### src/ivd_params.svh
`ifndef IVD_PARAMS_SVH
`define IVD_PARAMS_SVH
`define IVD_VEC_DIVIDE 8'h00
`define IVD_VEC_NMI 8'h02
`define IVD_VEC_INVALID_OP 8'h06
`define IVD_VEC_NO_DEVICE 8'h07
`define IVD_VEC_DOUBLE 8'h08
`define IVD_VEC_MACHINE 8'h12
`define IVD_ARCH_LAST 8'h1F
`define IVD_USER_FIRST 8'h20
`define IVD_LOCAL_FIRST 8'h10
`define IVD_DESC_SHIFT 3
`endif

### src/ivd_pkg.sv
`default_nettype none
package ivd_pkg;
  typedef logic [7:0] ivd_vec_t;
  typedef enum logic [1:0] {IVD_FAULT, IVD_TRAP, IVD_ABORT, IVD_MASKABLE_REQUEST_INPUT} ivd_class_e;
  typedef enum {IVD_IDLE, IVD_ACK, IVD_RUN} ivd_state_e;
endpackage
`default_nettype wire

### src/ivd_pin_sync.sv
`timescale 1ns/1ps
`default_nettype none
module ivd_pin_sync (
  input wire logic clock,
  input wire logic rst_n,
  input wire logic pinIn,
  output logic level
);
  logic s1;
  logic s2;
  logic s3;
  // first stage feeds only the second
  always_ff @(posedge clock) begin
    if (!rst_n) begin
      s1 <= 1'b0;
      s2 <= 1'b0;
      s3 <= 1'b0;
      level <= 1'b0;
    end else begin
      s1 <= pinIn;
      s2 <= s1;
      s3 <= s2;
      if (s2 == s3) begin
        level <= s3;
      end
    end
  end
endmodule // ivd_pin_sync
`default_nettype wire

### src/ivd_dispatch.sv
`timescale 1ns/1ps
`include "ivd_params.svh"
`default_nettype none
module ivd_dispatch
  import ivd_pkg::*;
(
  input wire logic clock,
  input wire logic rst_n,
  input wire logic [1:0] localInterruptPins,
  input wire logic localUnitEnable,
  input wire logic [7:0] localVectorTable0,
  input wire logic [7:0] localVectorTable1,
  input wire logic interruptEnable,
  input wire logic busVectorValid,
  input wire logic [7:0] busVector,
  input wire logic swIntReq,
  input wire logic [7:0] swIntVector,
  input wire logic divideError,
  input wire logic invalidOpcode,
  input wire logic deviceNotAvailable,
  input wire logic doubleFaultReq,
  input wire logic hwError,
  input wire logic busError,
  input wire logic handlerDone,
  input wire logic [31:0] descBase,
  output logic vectorReadReq,
  output logic dispatchValid,
  output logic [7:0] dispatchVector,
  output logic [31:0] descAddress,
  output logic [1:0] eventClass,
  output logic errorCodePush,
  output logic [31:0] errorCode,
  output logic taskSuspended,
  output logic resumeTask,
  output logic illegalVector
);
  // ----------------------------------------
  // pin capture
  // ----------------------------------------
  logic pin0;
  logic pin1;
  logic pin1Prev;
  logic nmiPending;
  ivd_state_e state;
  ivd_state_e next_state;
  ivd_pin_sync sync0 (.clock(clock), .rst_n(rst_n), .pinIn(localInterruptPins[0]), .level(pin0));
  ivd_pin_sync sync1 (.clock(clock), .rst_n(rst_n), .pinIn(localInterruptPins[1]), .level(pin1));

  function automatic logic [31:0] descAddr(input logic [31:0] base, input ivd_vec_t v);
    descAddr = base + {21'h0, v, 3'h0};
  endfunction

  // ----------------------------------------
  // request selection
  // ----------------------------------------
  // nmi is an edge, held pending so a busy handler cannot drop it
  wire nmiEdge = !localUnitEnable && pin1 && !pin1Prev;
  wire maskReq = !localUnitEnable && pin0 && interruptEnable;
  wire locReq0 = localUnitEnable && pin0 && interruptEnable;
  wire locReq1 = localUnitEnable && pin1 && interruptEnable;
  wire [7:0] locVec = locReq0 ? localVectorTable0 : localVectorTable1;
  wire locBad = (locReq0 || locReq1) && (locVec < `IVD_LOCAL_FIRST);
  wire machineCheck = hwError || busError;
  wire idle = (state == IVD_IDLE);
  // priority: double fault, machine check, other exceptions, nmi, software, local, maskable
  wire excReq = doubleFaultReq || divideError || invalidOpcode || deviceNotAvailable || machineCheck;
  wire [7:0] excVec = doubleFaultReq ? `IVD_VEC_DOUBLE :
                      machineCheck ? `IVD_VEC_MACHINE :
                      divideError ? `IVD_VEC_DIVIDE :
                      invalidOpcode ? `IVD_VEC_INVALID_OP :
                      `IVD_VEC_NO_DEVICE;
  wire [1:0] excClass = (doubleFaultReq || machineCheck) ? 2'(IVD_ABORT) : 2'(IVD_FAULT);
  // an edge not yet latched still holds lower requests back, else a maskable one slips ahead
  wire nmiReq = nmiPending || nmiEdge;
  wire nmiGo = idle && !excReq && nmiPending;
  wire swGo = idle && !excReq && !nmiReq && swIntReq;
  wire locGo = idle && !excReq && !nmiReq && !swIntReq && (locReq0 || locReq1) && !locBad;
  wire maskGo = idle && !excReq && !nmiReq && !swIntReq && maskReq && !vectorReadReq;
  wire immGo = idle && (excReq || nmiGo || swGo || locGo);
  wire [7:0] immVec = excReq ? excVec : nmiGo ? `IVD_VEC_NMI : swGo ? swIntVector : locVec;
  wire [1:0] immClass = excReq ? excClass : 2'(IVD_MASKABLE_REQUEST_INPUT);
  wire busGo = (state == IVD_ACK) && busVectorValid;

  // ----------------------------------------
  // sequencing
  // ----------------------------------------
  always_comb begin
    next_state = state;
    case (state)
      IVD_IDLE: begin
        if (immGo) begin
          next_state = IVD_RUN;
        end else if (maskGo) begin
          next_state = IVD_ACK;
        end
      end
      IVD_ACK: begin
        if (busGo) begin
          next_state = IVD_RUN;
        end
      end
      IVD_RUN: begin
        if (handlerDone) begin
          next_state = IVD_IDLE;
        end
      end
      default: next_state = IVD_IDLE;
    endcase
  end

  always_ff @(posedge clock) begin
    if (!rst_n) begin
      state <= IVD_IDLE;
      pin1Prev <= 1'b0;
      nmiPending <= 1'b0;
      vectorReadReq <= 1'b0;
      dispatchValid <= 1'b0;
      dispatchVector <= 8'h00;
      descAddress <= 32'h0000_0000;
      eventClass <= 2'h0;
      errorCodePush <= 1'b0;
      errorCode <= 32'h0000_0000;
      taskSuspended <= 1'b0;
      resumeTask <= 1'b0;
      illegalVector <= 1'b0;
    end else begin
      state <= next_state;
      pin1Prev <= pin1;
      // a new edge in the serving cycle wins over the clear
      nmiPending <= nmiEdge || (nmiPending && !nmiGo);
      vectorReadReq <= (maskGo && !immGo) || (vectorReadReq && !busGo);
      dispatchValid <= immGo || busGo;
      illegalVector <= idle && locBad;
      resumeTask <= (state == IVD_RUN) && handlerDone && (eventClass != 2'(IVD_ABORT));
      if (immGo || busGo) begin
        dispatchVector <= busGo ? busVector : immVec;
        descAddress <= descAddr(descBase, busGo ? busVector : immVec);
        eventClass <= busGo ? 2'(IVD_MASKABLE_REQUEST_INPUT) : immClass;
        errorCodePush <= !busGo && excReq && doubleFaultReq;
        errorCode <= 32'h0000_0000;
        taskSuspended <= 1'b1;
      end else if (state == IVD_RUN && handlerDone) begin
        taskSuspended <= 1'b0;
      end
    end
  end

  // ----------------------------------------
  // checks
  // ----------------------------------------
  nmi_vector_a: assert property (
    @(posedge clock) disable iff (!rst_n)
    nmiGo |=>
    dispatchValid && dispatchVector == 8'h02)
    else $error("nmi not on vector 2");
  nmi_first_a: assert property (
    @(posedge clock) disable iff (!rst_n)
    nmiReq && maskReq && idle && !excReq |=>
    !vectorReadReq)
    else $error("maskable served before nmi");
  bus_vector_a: assert property (
    @(posedge clock) disable iff (!rst_n)
    busGo |=>
    dispatchVector == $past(busVector) && !vectorReadReq)
    else $error("bus vector not taken");
  desc_index_a: assert property (
    @(posedge clock) disable iff (!rst_n)
    dispatchValid |->
    descAddress == descAddr($past(descBase), dispatchVector))
    else $error("descriptor address wrong");
  double_code_a: assert property (
    @(posedge clock) disable iff (!rst_n)
    idle && doubleFaultReq |=>
    dispatchVector == 8'h08 && errorCodePush && errorCode == 32'h0)
    else $error("double fault wrong");
  divide_fault_a: assert property (
    @(posedge clock) disable iff (!rst_n)
    idle && divideError && !doubleFaultReq && !machineCheck |=>
    dispatchVector == 8'h00 && !errorCodePush && eventClass == 2'(IVD_FAULT))
    else $error("divide error wrong");
  opcode_fault_a: assert property (
    @(posedge clock) disable iff (!rst_n)
    idle && invalidOpcode && !doubleFaultReq && !machineCheck && !divideError |=>
    dispatchVector == 8'h06 && !errorCodePush)
    else $error("invalid opcode wrong");
  nodev_fault_a: assert property (
    @(posedge clock) disable iff (!rst_n)
    idle && deviceNotAvailable && !doubleFaultReq && !machineCheck && !divideError && !invalidOpcode |=>
    dispatchVector == 8'h07 && !errorCodePush)
    else $error("device not available wrong");
  machine_check_a: assert property (
    @(posedge clock) disable iff (!rst_n)
    idle && machineCheck && !doubleFaultReq |=>
    dispatchVector == 8'h12 && eventClass == 2'(IVD_ABORT))
    else $error("machine check wrong");
  mask_gate_a: assert property (
    @(posedge clock) disable iff (!rst_n)
    idle && !interruptEnable && !excReq && !nmiPending && !swIntReq |=>
    !dispatchValid && !$rose(vectorReadReq))
    else $error("masked request dispatched");
  local_low_a: assert property (
    @(posedge clock) disable iff (!rst_n)
    idle && locBad && !excReq && !nmiPending && !swIntReq |=>
    illegalVector && !dispatchValid)
    else $error("low local vector accepted");
  resume_a: assert property (
    @(posedge clock) disable iff (!rst_n)
    state == IVD_RUN && handlerDone && eventClass != 2'(IVD_ABORT) |=>
    resumeTask && !taskSuspended)
    else $error("no resume");
  arch_range_a: assert property (
    @(posedge clock) disable iff (!rst_n)
    idle && excReq |=>
    dispatchValid && dispatchVector <= `IVD_ARCH_LAST && eventClass != 2'(IVD_MASKABLE_REQUEST_INPUT))
    else $error("exception outside architecture range");
  soft_vector_a: assert property (
    @(posedge clock) disable iff (!rst_n)
    swGo |=>
    dispatchValid && dispatchVector == $past(swIntVector) && eventClass == 2'(IVD_MASKABLE_REQUEST_INPUT))
    else $error("software vector not taken");
  local_map_a: assert property (
    @(posedge clock) disable iff (!rst_n)
    locGo |=>
    dispatchValid && dispatchVector == $past(locVec))
    else $error("local pin vector wrong");
endmodule // ivd_dispatch
`default_nettype wire

### config.mk
export PLATFORM = sky130hd
export DESIGN_NAME = ivd_dispatch
export DESIGN_NICKNAME = d
export VERILOG_FILES = /design/src/ivd_pkg.sv /design/src/ivd_pin_sync.sv /design/src/ivd_dispatch.sv
export VERILOG_INCLUDE_DIRS = /design/src
export SDC_FILE = /design/constraint.sdc
export NUM_CORES = 1
export LEC_CHECK = 0
export ABC_AREA = 1
export BUFFER_PORTS_ARGS = -buffer_cell sky130_fd_sc_hd__buf_4
export CAP_MARGIN = 20
export CELL_PAD_IN_SITES_DETAIL_PLACEMENT = 0
export CELL_PAD_IN_SITES_GLOBAL_PLACEMENT = 2
export CORE_ASPECT_RATIO = 1.25
export CORE_MARGIN = 4
export CORE_UTILIZATION = 27
export DETAILED_ROUTE_END_ITERATION = 7
export PLACE_DENSITY_LB_ADDON = 0.3
export SETUP_SLACK_MARGIN = 0.15
export SLEW_MARGIN = 40
export SYNTH_ARGS = -nofsm -noshare
export SYNTH_HDL_FRONTEND = slang
export SYNTH_HIERARCHICAL = 1
export SYNTH_SLANG_ARGS = --single-unit
export TNS_END_PERCENT = 1
### constraint.sdc
create_clock -name clock -period 5.15 [get_ports clock]
set_input_delay 0.7725 -clock clock [delete_from_list [all_inputs] [get_ports clock]]
set_output_delay 0.7725 -clock clock [all_outputs]
set_load 0.02 [all_outputs]
== Word level (Yosys, flattened, before mapping) ==
Cells that the tools add are included.
Word-level totals
  word-level logic and storage cells: 107
  input bits: 79
  register bits after elaboration: 90
  output and inout port bits: 80
Operators by class
  reductions and logical operators: 56
  muxes and demuxes: 19
  add/subtract/negate cells: 1
  equality and inequality tests: 10
  $lt $le $gt $ge: 1
Operators with widths (number)
  32-bit two-way mux: 4
  32-bit case mux with 3 select lines: 1
  32-bit by 2-bit equality test with 1-bit output, second input constant: 2
  32-bit logical NOT: 2
  8-bit two-way mux: 5
  32-bit by 11-bit adder with 32-bit output: 1
  32-bit by 1-bit equality test with 1-bit output, second input constant: 1
  32-bit by 3-bit equality test with 1-bit output, second input constant: 1
  1-bit logical AND: 28
  1-bit logical OR: 14
  1-bit logical NOT: 10
  5-bit two-way mux: 2
  8-bit by 5-bit less-than comparator with 1-bit output, second input constant: 1
  2-bit two-way mux: 3
  2-bit != test, second input constant: 3
  1-bit two-way mux: 3
  3-bit two-way mux: 1
  3-bit != test, second input constant: 1
  3-bit AND reduction: 1
  1-bit equality test: 2
  2-bit nonzero test: 1

== Logic depth before layout (Yosys ltp) ==
  depth after elaboration: 15
  depth in mapped cells: 24
  depth with buffers taken out: 24

== Hierarchy ==
Netlist, hierarchy kept.
Modules (own cells, without submodules)
  ivd_dispatch: times used 1, area each 4022.6 µm², sequential area each 1041.0 µm², cells each 638
  ivd_pin_sync: times used 2, area each 116.4 µm², sequential area each 80.1 µm², cells each 13

== Least setup slack after synthesis ==
Ideal clock, no wire load.
  path type: input to register
  start: in busError
  end: reg descAddress[23]
  stages on the path: 22
  setup slack: 1.491 ns
  required time: 5.038 ns
  arrival time: 3.547 ns
  cells stage by stage: nor2_2 > inv_1 > nor3_4 > nand3_1 > clkbuf_1 > nand2_1 > nand3_1 > nand2_1 > nand2_1 > nand2_1 > ha_1 > inv_1 > fa_1 > o21ai_0 > nand2_1 > nand2_1 > nand2_1 > nor2_1 > nand2_1 > xor2_1 > nor2_1 > nor2_1
Between the ends
  word-level cells in the longest chain between the ends: 11
RTL lines
  from (decl): line ivd_dispatch.sv:23  | input wire logic busError,
  1-bit logical OR (*): line ivd_dispatch.sv:63  | wire machineCheck = hwError || busError;
  1-bit logical OR: line ivd_dispatch.sv:66  | wire excReq = doubleFaultReq || divideError || invalidOpcode || deviceNotAvailable || machineCheck;
  1-bit logical NOT: line ivd_dispatch.sv:75, ivd_dispatch.sv:76, ivd_dispatch.sv:77
  1-bit logical AND: line ivd_dispatch.sv:75, ivd_dispatch.sv:76, ivd_dispatch.sv:77
  1-bit logical AND: line ivd_dispatch.sv:76, ivd_dispatch.sv:77
  1-bit logical AND (on tied branches): line ivd_dispatch.sv:76, ivd_dispatch.sv:77
  8-bit two-way mux / 1-bit logical AND (equally long branches) (2 in a row): line ivd_dispatch.sv:80, ivd_dispatch.sv:77
  8-bit two-way mux / 1-bit logical OR (equally long branches): line ivd_dispatch.sv:80, ivd_dispatch.sv:79
  8-bit two-way mux / 1-bit logical AND (equally long branches): line ivd_dispatch.sv:137, ivd_dispatch.sv:79
  32-bit by 11-bit adder with 32-bit output / 1-bit logical OR (equally long branches): line ivd_dispatch.sv:50, ivd_dispatch.sv:135
  to (signal assigned): line ivd_dispatch.sv:137  | descAddress <= descAddr(descBase, busGo ? busVector : immVec);
  to (decl): line ivd_dispatch.sv:29  | output logic [31:0] descAddress,
Every way passes the cells marked *; elsewhere a longest branch is shown, timed or not.
A chain may end at the register's enable or synchronous reset.

== Worst setup path in the final report ==
Ends and elaborated chain as after synthesis.

==> key figures <==
Timing
  – Final number of setup-violating endpoints: 0
  – TNS Setup: 0 ns
  – Clk_skew: just under 0.005 ns
  – Final Cycle Share: 0.783
  – Minimum clock period after layout: between 4 and 5 ns
  – Worst slew pin tran: ~0.63 ns
  – RSZ-0062 raised after global routing: false
  – Worst slew margin: 0.581
  – Fmax: between 200 and 250 MHz
  – Final hold vios: 0
  – Pins Over Slew Limit: 0

Drt
  – Final antenna-violating net count: 0
  – Initial DRC count: 222
  – Post-Route WL: 13,300 um
  – DRC Markers: 0
  – First drt pass iteration count: 4
  – Via/cell ratio: 4.13
  – DR WL/cell: ~13 um
  – Vias: 4,144

Synth
  – Top-count cell post-synth: nand2_1
  – EDFF count, synth: 0
  – Synth Cell Area: 0.00426 mm^2
  – Avg Cell Area, Syn: 6.41 um^2
  – Mapped Cells: 664
  – Synth Flop Type: dfxtp_1
  – Yosys cell types: 42
  – Ys async rst share: 0
  – Register bit total from synthesis: 60
  – Dominant cell type by area after synthesis: dfxtp_1
  – Yosys top cell area share: 0.282
  – Synth top area cells: dfxtp_1, nand2_1, inv_1
  – Ys Warns: 6
  – Sequential share of the synthesized area: 0.282
  – Post-synth top cells: nand2_1, inv_1, nor2_1, dfxtp_1, nand3_1

Clocking
  – PostCTS Resize Cnt: 0
  – Post-CTS setup buffers: 0
  – H-Tree Depth: 3
  – CTS tree: done
  – CTS Hold Bufs: 0
  – Worst-path clk slew: about 0.060 ns
  – Clock sink count: 60
  – Clk root buf: clkbuf_16
  – Inserted Clock Buffers: 9
  – Clk_lat worst skew: 0.34 ns
  – Maximum buffer depth of the clock tree: 2

Floorplanning
  – Core ar.: about 0.016 mm^2
  – Die ar.: approximately 0.018 mm^2
  – Initial Util: 0.274
  – Row count: 51
  – I/O pins: 159
  – Die Wd: 120 um
  – Die height: 148 um

Global route
  – Vias in the first global route: ~4,300
  – Largest net degree at the start of global routing: 55
  – Initial antenna violation count: 0
  – Grt total ovfl: 0
  – First-pass GRT wire length: 21,700 um
  – GRT Util Overall: 0.154

Job
  – Max cap viols: 0

Critical path
  – Worst endpoint required time: 5.39 ns
  – Setup crit start kind: primary input
  – CP Max Fanout: 11
  – R2R Setup Slk: around 1.5 ns
  – CP endpoint kind: flip-flop
  – Crit path kind: primary input to flip-flop
  – CP Data Arrival Time: around 4.3 ns

Placement
  – Placed cell area: 0.00527 mm^2
  – Placed insts: roughly 990
  – Buffers on Ports: 126
  – HPWL Detailed: 10,600 um
  – GPL Wtd Cong: between 0.8 and 0.9

Hold path
  – Hold Path Class: flip-flop to flip-flop

Cells and area
  – Final nets: approximately 900
  – # diodes: 0
  – Final Instance Area: approximately 0.0056 mm^2
  – Final cell count without fillers: 1,004
  – Area Growth Syn to Fin: 31.1%
  – Utilization after layout: 0.360
  – Layout cells sized above 1: 0.261

Power and ir drop
  – PD cells: 270 mW/mm^2
  – Leakage: 2.93 nW
  – Worst VDD drop: roughly 150 uV

Run status
  – Status: completed
[state kept, by name, indices dropped and copies added (netlist names), 2 cells and up]
signal	cells
descAddress	32
dispatchVector	8
eventClass	2
state	2
[path summary, 6_finish.rpt]
path,startpoint,endpoint,cells after the start
hold reg to reg,sync0/s1$_SDFF_PN0_,sync0/s2$_SDFF_PN0_,2
setup reg to reg,state[1]$_SDFFE_PN0P_,descAddress[23]$_SDFFE_PN0P_,21
setup / recovery,busError,descAddress[23]$_SDFFE_PN0P_,22
hold / removal,sync0/s1$_SDFF_PN0_,sync0/s2$_SDFF_PN0_,2
[cells in the final DEF (no fill, tap or decap), types with 2 or more instances in the layout]
master	count
o21ai_0	3
o211ai_1	3
xnor2_1	7
or2_2	2
nand4_1	12
a21oi_1	13
conb_1	32
ha_1	8
inv_2	2
dfxtp_1	60
inv_1	107
xor2_1	17
mux2i_1	3
nand3_1	57
o21ai_2	2
nand2_4	3
nor2_1	79
nand2_1	163
clkbuf_16	9
and3_1	2
o21ai_1	2
a211oi_1	2
nor3_1	8
nor2_2	43
buf_4	129
inv_6	3
nand2_2	2
[power breakdown]
part | switching, mW | leakage, nW | internal [mW] | total, mW
clock | 0.237 | 0.154 | 0.392 | 0.629
combinational | 0.216 | 2.28 | 0.144 | 0.360
sequential | 0.0195 | 0.497 | 0.500 | 0.519
[kinds of logic (layout without fill, tap and decap cells)]
| kind of cell | count (synthesis) | after routing | synth area share |
|---|---|---|---|
| other | 1 | 32 | 0.000881 |
| AOI/OAI and AO/OA | 30 | 30 | 0.0447 |
| DFF | 60 | 60 | 0.282 |
| buffers and inverters | 159 | 256 | 0.181 |
| and+or+nand+nor | 377 | 377 | 0.404 |
| muxes | 4 | 4 | 0.00970 |
| xor gates and xnor gates | 24 | 24 | 0.0494 |
| adders and majority gates | 9 | 9 | 0.0282 |
[through the flow]
step,hold WS (ns),setup WS (ns),power [mW]
final,0.412,1.12,1.51
after global routing,0.444,0.633,1.60
after CTS,0.416,1.06,1.54
after detailed placement,0.401,0.742,0.893
after global placement,0.393,0.889,0.888
after floorplan,0.390,1.49,0.765
[critical path: stages]
cell and delay (ns):
buf_4 0.11, nor2_2 0.20, inv_1 0.16, nor3_4 0.29, nand3_1 0.33, nand2_1 0.16
nand3_1 0.08, nand2_1 0.07, nand2_1 0.05, nand2_1 0.08, ha_1 0.15, inv_1 0.06
fa_1 0.41, o21ai_0 0.32, nand2_1 0.09, nand2_1 0.20, nand2_1 0.18, nor2_1 0.20
nand2_1 0.09, xor2_1 0.14, nor2_1 0.09, nor2_1 0.04
[cell type report]
cell class	instances	area (um^2)
inverters	109	409
repair buffers	131	995
clock buffers	10	239
flip-flops and latches	60	1200
clock inverters	6	70.1
multi-input cells	476	2400
fillers	1717	9930
well taps	212	265
[routing by layer]
layer	wire, um	part of all wire	vias to the layer above	track usage
met3	605	0.045	19	0.0274
met2	6600	0.50	100	0.274
li1	-	-	2213	-
met4	283	0.021	0	0.0629
met1	5820	0.44	1812	0.181
met5	0	0	-	0
(Power assumes the default switching activity.)
